File: config.mk
export PLATFORM = sky130hd
export DESIGN_NAME = sio_top
export DESIGN_NICKNAME = d
export VERILOG_FILES = /design/src/sio_pkg.sv /design/src/sio_top.sv /design/src/sio_sync.sv /design/src/sio_timer.sv
export VERILOG_INCLUDE_DIRS = /design/src
export SDC_FILE = /design/constraint.sdc
export NUM_CORES = 1
export LEC_CHECK = 0
export ABC_CLOCK_PERIOD_IN_PS = 5700
export BUFFER_PORTS_ARGS = -buffer_cell sky130_fd_sc_hd__buf_4
export CORE_MARGIN = 3
export CORE_UTILIZATION = 55
export CTS_BUF_LIST = sky130_fd_sc_hd__clkbuf_4 sky130_fd_sc_hd__clkbuf_8
export DETAILED_ROUTE_END_ITERATION = 16
export PLACE_DENSITY_LB_ADDON = 0.08
export SKIP_CTS_REPAIR_TIMING = 1
export SKIP_LAST_GASP = 1
export SLEW_MARGIN = 15
export SYNTH_ARGS = -nofsm -noshare
export SYNTH_HDL_FRONTEND = slang
export SYNTH_SLANG_ARGS = --single-unit
export TNS_END_PERCENT = 10
File: constraint.sdc
create_clock -name sys_clk -period 5.7 [get_ports sys_clk]
set_clock_uncertainty 0.05 [all_clocks]
set_input_delay 1.425 -clock sys_clk [delete_from_list [all_inputs] [get_ports sys_clk]]
set_output_delay 1.425 -clock sys_clk [all_outputs]
set_load 0.02 [all_outputs]
File: src/sio_cfg.svh
// Timing, reset values and pin-pair encodings for the safety I/O block.
// Assumes a single 20 MHz system clock; included by bare name.
`ifndef SIO_CFG_SVH
`define SIO_CFG_SVH

// ****************************************************************
// Clock and times
// ****************************************************************
`define SIO_CLK_HZ 20000000
`define SIO_T_RST_SHORT_US 1000
`define SIO_T_RST_MID_US 10000
`define SIO_T_RST_LONG_US 20000
`define SIO_T_INT_UNIT_US 25

// ****************************************************************
// Reset values and encodings
// ****************************************************************
`define SIO_RST_DUR_RESET 1'h0
`define SIO_INT_LEN_RESET 2'h0
`define SIO_INT_EN_RESET 1'h1
`define SIO_MCU_PAIR_NORMAL 2'h1
`define SIO_WAKE_FLD_W 2

`endif

File: src/sio_pkg.sv
// Types shared by the safety I/O block.
// Assumes nothing of its surroundings.
package sio_pkg;

    // ****************************************************************
    // Types
    // ****************************************************************
    typedef enum logic [3:0] {
        SIO_ST_PORRST = 4'h1,
        SIO_ST_INIT = 4'h2,
        SIO_ST_RUN = 4'h4,
        SIO_ST_FLTRST = 4'h8
    } sio_state_t;

    typedef enum logic [1:0] {
        SIO_WK_RISE = 2'h0,
        SIO_WK_FALL = 2'h1,
        SIO_WK_CHANGE = 2'h2,
        SIO_WK_OFF = 2'h3
    } sio_wake_t;

    typedef enum logic [2:0] {
        SIO_AMUX_BATT = 3'h0,
        SIO_AMUX_IO0 = 3'h1,
        SIO_AMUX_IO1 = 3'h2,
        SIO_AMUX_REF = 3'h3,
        SIO_AMUX_TEMP = 3'h4
    } sio_amux_t;

endpackage : sio_pkg

File: src/sio_top.sv
// Safety I/O pins, fail-safe and reset outputs, debug strap and interrupt pulse.
// Assumes configuration ports come from SPI logic on sys_clk; pins and
// comparator results are asynchronous.
`timescale 1ns/1ps
`include "sio_cfg.svh"
module sio_top #(
    parameter int CNT_W = 24,
    parameter int RST_SHORT_CYC = `SIO_T_RST_SHORT_US * (`SIO_CLK_HZ / 1000000),
    parameter int RST_MID_CYC = `SIO_T_RST_MID_US * (`SIO_CLK_HZ / 1000000),
    parameter int RST_LONG_CYC = `SIO_T_RST_LONG_US * (`SIO_CLK_HZ / 1000000)
) (
    input wire logic sys_clk, // 20 MHz clock
    input wire logic nrst, // Async reset, active low
    input wire logic [5:0] io_pin_in, // Multipurpose pin levels
    input wire logic debug_win_in, // Strap comparator: inside debug window
    input wire logic fb_cmp_in, // Core feedback vs pin 1 beyond limit
    input wire logic [5:0] dig_en, // Pin used as digital input
    input wire logic [11:0] wake_cfg, // Two bits per pin, wake edge select
    input wire logic [5:0] wake_clr, // Clear wake flags
    input wire logic amux_wr, // Analog select write strobe
    input wire logic [2:0] amux_sel, // Analog select value
    input wire logic safe01_en, // Pins 0/1 monitor external IC
    input wire logic safe23_en, // Pins 2/3 monitor controller errors
    input wire logic safe45_en, // Pins 4/5 monitor external IC
    input wire logic fb_mon_en, // Pin 1 duplicates core feedback
    input wire logic [1:0] gate_en, // Pins 4/5 in gate driver mode
    input wire logic [1:0] gate_lvl, // Gate drive levels for pins 4/5
    input wire logic rst_dur_wr, // Reset duration write strobe
    input wire logic rst_dur_val, // 0: 1 ms, 1: 10 ms
    input wire logic int_cfg_wr, // Interrupt config write strobe
    input wire logic int_en_val, // Interrupt pulses enabled
    input wire logic [1:0] int_len_val, // Pulse length in units minus one
    input wire logic init_close, // Leave the init phase
    input wire logic wd_good, // Last watchdog answer was good
    input wire logic wd_error, // Watchdog error event
    input wire logic fs_release_wr, // Release write for fail-safe output
    input wire logic ext_fault, // Other qualifying fault event
    input wire logic ext_rst_req, // Other fault reset request
    output logic failsafe_output_n, // Fail-safe output, low active
    output logic reset_output_n, // Reset to controller, low active
    output logic interrupt_output_n, // Interrupt pulse, low active
    output logic [2:0] analog_select_output, // Selected analog source
    output logic reset_duration_config, // Stored reset duration
    output logic failsafe_init_phase, // Init phase open
    output logic wd_running, // Normal watchdog running state
    output logic [5:0] dig_in, // Digital pin levels
    output logic [5:0] wake_flag, // Sticky wake flags
    output logic [2:0] pair_err, // Pair errors: 0/1, 2/3, 4/5
    output logic fb_fault, // Core feedback mismatch
    output logic debug_mode, // Debug mode active
    output logic can_normal_req, // CAN transceiver to normal mode
    output logic [1:0] gate_drv_out, // Gate drive level, pins 4/5
    output logic [1:0] gate_drv_oe // Gate drive enable, pins 4/5
);
    localparam int INT_UNIT_CYC = `SIO_T_INT_UNIT_US * (`SIO_CLK_HZ / 1000000);

    // ****************************************************************
    // Input synchronisers and start-up sequence
    // ****************************************************************
    logic [5:0] io_s;
    logic dbg_s;
    logic fb_s;
    logic [2:0] start_sr_r;
    logic prev_vld_r;

    sio_sync #(.W(8)) u_sync (
        .sys_clk(sys_clk),
        .nrst(nrst),
        .d({fb_cmp_in, debug_win_in, io_pin_in}),
        .q({fb_s, dbg_s, io_s})
    );

    always_ff @(posedge sys_clk or negedge nrst) begin
        if (!nrst) begin
            start_sr_r <= 3'h1;
            prev_vld_r <= 1'b0;
        end else begin
            start_sr_r <= {start_sr_r[1:0], 1'b0};
            if (start_sr_r[2]) begin
                prev_vld_r <= 1'b1;
            end
        end
    end

    // ****************************************************************
    // Debug strap
    // ****************************************************************
    always_ff @(posedge sys_clk or negedge nrst) begin
        if (!nrst) begin
            debug_mode <= 1'b0;
            can_normal_req <= 1'b0;
        end else begin
            if (start_sr_r[2]) begin
                debug_mode <= dbg_s;
            end
            can_normal_req <= debug_mode;
        end
    end

    // ****************************************************************
    // Digital inputs and wake detection
    // ****************************************************************
    logic [5:0] prev_r;
    logic [5:0] wake_evt;

    for (genvar i = 0; i < 6; i++) begin : g_pin
        sio_pkg::sio_wake_t sel;
        assign sel = sio_pkg::sio_wake_t'(wake_cfg[i*`SIO_WAKE_FLD_W +: `SIO_WAKE_FLD_W]);
        assign wake_evt[i] = prev_vld_r && (
            (sel == sio_pkg::SIO_WK_RISE && io_s[i] && !prev_r[i]) ||
            (sel == sio_pkg::SIO_WK_FALL && !io_s[i] && prev_r[i]) ||
            (sel == sio_pkg::SIO_WK_CHANGE && io_s[i] != prev_r[i]));

        always_ff @(posedge sys_clk or negedge nrst) begin
            if (!nrst) begin
                prev_r[i] <= 1'b0;
                dig_in[i] <= 1'b0;
                wake_flag[i] <= 1'b0;
            end else begin
                prev_r[i] <= io_s[i];
                dig_in[i] <= dig_en[i] & io_s[i];
                if (wake_evt[i]) begin
                    wake_flag[i] <= 1'b1;
                end else if (wake_clr[i]) begin
                    wake_flag[i] <= 1'b0;
                end
            end
        end
    end

    // ****************************************************************
    // Analog select and gate drivers
    // ****************************************************************
    always_ff @(posedge sys_clk or negedge nrst) begin
        if (!nrst) begin
            analog_select_output <= sio_pkg::SIO_AMUX_BATT;
            gate_drv_out <= 2'h0;
            gate_drv_oe <= 2'h0;
        end else begin
            if (amux_wr && amux_sel <= sio_pkg::SIO_AMUX_TEMP) begin
                analog_select_output <= amux_sel;
            end
            gate_drv_oe <= gate_en;
            gate_drv_out <= gate_en & gate_lvl;
        end
    end

    // ****************************************************************
    // Safety pairs and core feedback monitor
    // ****************************************************************
    sio_pkg::sio_state_t state_r;
    sio_pkg::sio_state_t state_nxt;
    logic [2:0] pair_lvl;
    logic [2:0] pair_evt;
    logic fb_evt;

    assign pair_lvl[0] = safe01_en && io_s[0] == io_s[1];
    assign pair_lvl[1] = safe23_en && state_r == sio_pkg::SIO_ST_RUN
        && {io_s[3], io_s[2]} != `SIO_MCU_PAIR_NORMAL;
    assign pair_lvl[2] = safe45_en && io_s[4] == io_s[5];
    assign pair_evt = pair_lvl & ~pair_err;
    assign fb_evt = fb_mon_en && fb_s && !fb_fault;

    always_ff @(posedge sys_clk or negedge nrst) begin
        if (!nrst) begin
            pair_err <= 3'h0;
            fb_fault <= 1'b0;
        end else begin
            pair_err <= pair_lvl;
            fb_fault <= fb_mon_en & fb_s;
        end
    end

    // ****************************************************************
    // Fail-safe state and reset sequencing
    // ****************************************************************
    logic rst_req;
    logic fault_evt;
    logic tmr_load;
    logic tmr_done;
    logic [CNT_W-1:0] tmr_val;

    assign rst_req = ext_rst_req | (wd_error & ~debug_mode) | (|pair_evt);
    assign fault_evt = ext_fault | (wd_error & ~debug_mode) | (|pair_evt) | fb_evt;
    assign tmr_load = start_sr_r[0] ||
        (state_r != sio_pkg::SIO_ST_FLTRST && state_nxt == sio_pkg::SIO_ST_FLTRST);
    assign tmr_val = start_sr_r[0] ? CNT_W'(RST_LONG_CYC) :
        (reset_duration_config ? CNT_W'(RST_MID_CYC) : CNT_W'(RST_SHORT_CYC));

    sio_timer #(.CNT_W(CNT_W)) u_rst_tmr (
        .sys_clk(sys_clk),
        .nrst(nrst),
        .load(tmr_load),
        .load_val(tmr_val),
        .busy(),
        .done(tmr_done)
    );

    always_comb begin
        state_nxt = state_r;
        case (state_r)
            sio_pkg::SIO_ST_PORRST: begin
                if (tmr_done) begin
                    state_nxt = sio_pkg::SIO_ST_INIT;
                end
            end
            sio_pkg::SIO_ST_INIT: begin
                if (rst_req) begin
                    state_nxt = sio_pkg::SIO_ST_FLTRST;
                end else if (init_close) begin
                    state_nxt = sio_pkg::SIO_ST_RUN;
                end
            end
            sio_pkg::SIO_ST_RUN: begin
                if (rst_req) begin
                    state_nxt = sio_pkg::SIO_ST_FLTRST;
                end
            end
            sio_pkg::SIO_ST_FLTRST: begin
                if (tmr_done) begin
                    state_nxt = sio_pkg::SIO_ST_INIT;
                end
            end
            default: begin
                state_nxt = sio_pkg::SIO_ST_PORRST;
            end
        endcase
    end

    always_ff @(posedge sys_clk or negedge nrst) begin
        if (!nrst) begin
            state_r <= sio_pkg::SIO_ST_PORRST;
            reset_output_n <= 1'b0;
            failsafe_init_phase <= 1'b0;
            wd_running <= 1'b0;
        end else begin
            state_r <= state_nxt;
            reset_output_n <= state_nxt == sio_pkg::SIO_ST_INIT || state_nxt == sio_pkg::SIO_ST_RUN;
            failsafe_init_phase <= state_nxt == sio_pkg::SIO_ST_INIT;
            wd_running <= state_nxt == sio_pkg::SIO_ST_RUN;
        end
    end

    // ****************************************************************
    // Init-only configuration
    // ****************************************************************
    logic int_en_r;
    logic [1:0] int_len_r;

    always_ff @(posedge sys_clk or negedge nrst) begin
        if (!nrst) begin
            reset_duration_config <= `SIO_RST_DUR_RESET;
            int_en_r <= `SIO_INT_EN_RESET;
            int_len_r <= `SIO_INT_LEN_RESET;
        end else if (state_r == sio_pkg::SIO_ST_INIT) begin
            if (rst_dur_wr) begin
                reset_duration_config <= rst_dur_val;
            end
            if (int_cfg_wr) begin
                int_en_r <= int_en_val;
                int_len_r <= int_len_val;
            end
        end
    end

    // ****************************************************************
    // Fail-safe output
    // ****************************************************************
    logic released_r;

    always_ff @(posedge sys_clk or negedge nrst) begin
        if (!nrst) begin
            failsafe_output_n <= 1'b0;
            released_r <= 1'b0;
        end else begin
            if (fault_evt && !(debug_mode && released_r)) begin
                failsafe_output_n <= 1'b0;
            end else if (fs_release_wr && wd_good) begin
                failsafe_output_n <= 1'b1;
                released_r <= 1'b1;
            end
        end
    end

    // ****************************************************************
    // Interrupt pulse
    // ****************************************************************
    logic int_load;
    logic int_busy;

    assign int_load = int_en_r && ((|wake_evt) || (|pair_evt) || fb_evt);

    sio_timer #(.CNT_W(CNT_W)) u_int_tmr (
        .sys_clk(sys_clk),
        .nrst(nrst),
        .load(int_load),
        .load_val(CNT_W'((int'(int_len_r) + 1) * INT_UNIT_CYC)),
        .busy(int_busy),
        .done()
    );

    always_ff @(posedge sys_clk or negedge nrst) begin
        if (!nrst) begin
            interrupt_output_n <= 1'b1;
        end else begin
            interrupt_output_n <= !int_busy;
        end
    end
endmodule : sio_top

File: src/sio_sync.sv
// Two-flop synchroniser for a bundle of asynchronous levels.
// Assumes each bit is an independent level.
`timescale 1ns/1ps
module sio_sync #(
    parameter int W = 1
) (
    input wire logic sys_clk, // System clock
    input wire logic nrst, // Async reset, active low
    input wire logic [W-1:0] d, // Asynchronous levels
    output logic [W-1:0] q // Synchronised levels
);
    logic [W-1:0] meta_r;

    always_ff @(posedge sys_clk or negedge nrst) begin
        if (!nrst) begin
            meta_r <= '0;
            q <= '0;
        end else begin
            meta_r <= d;
            q <= meta_r;
        end
    end
endmodule : sio_sync

File: src/sio_timer.sv
// Loadable down counter used for reset and interrupt pulse lengths.
// Assumes load values of one or more; a load restarts the count.
`timescale 1ns/1ps
module sio_timer #(
    parameter int CNT_W = 24
) (
    input wire logic sys_clk, // System clock
    input wire logic nrst, // Async reset, active low
    input wire logic load, // Start counting from load_val
    input wire logic [CNT_W-1:0] load_val, // Cycles to count
    output logic busy, // Count running
    output logic done // Last counted cycle
);
    logic [CNT_W-1:0] cnt_r;

    always_ff @(posedge sys_clk or negedge nrst) begin
        if (!nrst) begin
            cnt_r <= '0;
        end else if (load) begin
            cnt_r <= load_val;
        end else if (cnt_r != '0) begin
            cnt_r <= cnt_r - CNT_W'(1);
        end
    end

    assign busy = cnt_r != '0;
    assign done = cnt_r == CNT_W'(1);
endmodule : sio_timer

==> metrics.csv <==
stage,metric,value,unit
timing,setup_viol_count_final,0,
setup_path,r2r_cells,8,
placement,dp_slack,2.06,ns
setup_path,required,5.96,ns
timing,fin_tns_setup,0,ns
yosys,synth_area_leaders,"dfrtp_1, xnor2_1, ha_1",
cts,cts-root-buf,clkbuf_8,
cts,cts_tree,yes,
setup_path,endpoint_kind,flop,
yosys,synth_fp_nets,557,
timing,slew_headroom,34.6,%
power,p_sw_share,28.8,%
yosys,yosys.area.top_type,dfrtp_1,
finish,final_layout_size_suffix_gt1_share,25.7,%
power,max-vdd-ir-drop,199,uV
cts,clockBufferDepth,2,
cts,cts.clk_slew.worst_paths,0.07,ns
placement,dp_hpwl,8080,um
setup_path,crit_path_max_fanout,19,
power,power_density,327,nW/um^2
global_route,track_usage,21.7,%
finish,area_growth,22.7,%
cts,insertion_delay,0.43,ns
timing,fmax,0.332,GHz
finish,num_antenna_cells,0,
power,p_switching,622,uW
detailed_routing,antenna_left,0,
global_route,grt_max_degree,81,
floorplan,dieWidth,105,um
yosys,synth_top_area_share,50.7,%
yosys,synth.most_common_cell,dfrtp_1,
global_route,globalRouteOverflowTotal,0,
power,finalPower,2160,uW
detailed_routing,vias,4017,
yosys,synth_cell_types,68,
global_route,antenna_found_initial,0,
detailed_routing,dr.pass1.iters,4,
finish,final_nets,655,
yosys,syn_area,5380,um^2
yosys,synth_flop_cell,dfrtp_1,
yosys,ys_warn_count,0,
run_status,status,"finished, final reports clean",
hold_path,min_delay_path_depth,0,
finish,finalNonFillerCells,725,
global_route,grt_pass1_vias,3974,
timing,post-route-period-util,52.8,%
floorplan,ios,89,
yosys,synthTopCellsByCount,"dfrtp_1, nor2_1, inv_1, xnor2_1, a21oi_1",
power,clkPwrFrac,38.7,%
timing,tightest_slew,0.981,ns
timing,hold_violations,0,
cts,cts.sinks,113,
global_route,grt_pass1_wl,19100,um
detailed_routing,post-route-drc-count,0,
placement,post-place-cells,692,
timing,period_minus_slack,3.01,ns
yosys,ys_seq_area_share,52.7,%
finish,utilization,70.4,%
placement,io_buffer_count,88,
detailed_routing,viasPerCell,5.54,
timing,slew_violations,0,
hold_path,hp-class,reg2reg,
run,max_cap_violations,0,
floorplan,die_area,11000,um^2
setup_path,path_class,in2reg,
floorplan,core,9370,um^2
cts,cts_made_buffers,17,
floorplan,fp-row-count,35,
detailed_routing,drt-total-wl,11300,um
yosys,netlist_instances,485,
power,pwr-share-seq,44.5,%
floorplan,initial_core_util,57.4,%
setup_path,start_kind,input port,
power,combPwrFrac,16.8,%
yosys,synth_edf_count,0,
finish,fillers,708,
yosys,ys_async_sr_fraction,100,%
setup_path,worstPathArrival,3.27,ns
floorplan,die-height,105,um
cts,htreeDepth,4,
detailed_routing,post_drt_wl_per_cell,15.6,um
detailed_routing,drt_iter0_markers,204,
timing,rsz0062_at_grt,no,
placement,place.gp.congestion,0.850,
yosys,avgSynthCellArea,11.1,um^2
yosys,ys_ff_latch,113,
power,p_int,1530,uW
power,leakage,0.00294,uW
timing,setup_ws,2.69,ns
-- cells in the final DEF (no fill, tap or decap), types with 10 or more instances in the layout --
cell and instances:
a21oi_1 25, a31oi_1 13, and2_1 11, buf_4 89, clkbuf_8 17, dfrtp_1 109, ha_1 12, inv_1 30
nand2_1 19, nand3_1 10, nor2_1 34, nor3_1 10, o21ai_0 13, o31ai_1 10, or3_1 10, or4_1 12
xnor2_1 26, xor2_1 12
-- power groups by stage --
stage	clock network, uW	logic (uW)	registers (uW)
finish	835	362	959
global route	887	405	971
CTS	853	364	958
detailed placement	0	359	971
global placement	0	348	969
floorplan	0	230	969
-- worst paths after layout --
kind	end	slack (ns)	from
setup / recovery	u_int_tmr.cnt_r[8]$_DFFE_PN0P_	2.69	safe45_en
hold reg to reg	start_sr_r[2]$_DFF_PN0_	0.30	start_sr_r[1]$_DFF_PN0_
min in group asynchronous	u_int_tmr.cnt_r[12]$_DFFE_PN0P_	1.09	nrst
max in group asynchronous	interrupt_output_n$_DFF_PN1_	3.50	nrst
hold / removal	start_sr_r[2]$_DFF_PN0_	0.30	start_sr_r[1]$_DFF_PN0_
setup reg to reg	u_int_tmr.cnt_r[5]$_DFFE_PN0P_	3.06	u_int_tmr.cnt_r[0]$_DFFE_PN0P_
-- cell families (layout without fill, tap and decap cells) --
| logic type | count (synthesis) | count (layout) | synth area share [%] |
|---|---|---|---|
| mux | 15 | 15 | 2.96 |
| simple gates | 166 | 166 | 18.8 |
| buf+inv | 41 | 152 | 3.26 |
| xor+xnor | 38 | 38 | 6.19 |
| flops | 113 | 113 | 52.7 |
| other cells | 1 | 1 | 0.0697 |
| fa+ha+maj | 14 | 14 | 3.54 |
| compound gates | 97 | 97 | 12.5 |
-- sequential cells by signal, indices dropped and copies added, names as in the netlist, 2 cells and up --
name and flops:
start_sr_r 3, dig_in 6, prev_r 6, gate_drv_oe 2, int_len_r 2, pair_err 3, wake_flag 6, u_sync.q 8
gate_drv_out 2, u_rst_tmr.cnt_r 24, u_int_tmr.cnt_r 24, state_r 4, analog_select_output 3, u_sync.meta_r 8
-- final cells by class --
type	count	area (um^2)	area share [%]
Clock buffer	17	234	3.55
Clock inverter	15	205	3.11
Inverter	30	113	1.71
Multi-Input combinational cell	331	2370	35.9
Sequential cell	113	2830	42.9
Tap cell	129	161	2.45
Timing Repair Buffer	90	683	10.4
-- per-layer routing --
metal | up-vias | wire, um | GRT usage (%)
met3 | 9 | 509 | 5.99
li1 | 1967 | - | -
met4 | 0 | 93 | 6.65
met2 | 93 | 5710 | 35.2
met1 | 1948 | 5030 | 28.4
met5 | - | 0 | 0
-- critical path: stages --
cell     delay (ns)
buf_4          0.11
nor2b_1        0.12
a32oi_1        0.36
nand4_1        0.17
o41a_1         0.56
buf_8          0.23
mux2_2         0.28
-- stage by stage --
step                      area, um^2  hold slack [ns]
after floorplan                 5380            0.281
after global placement          6140            0.282
after detailed placement        6140            0.285
after CTS                       6580            0.302
after global routing            6600            0.309
final                           6600            0.301
Power figures use the tool's default switching activity.
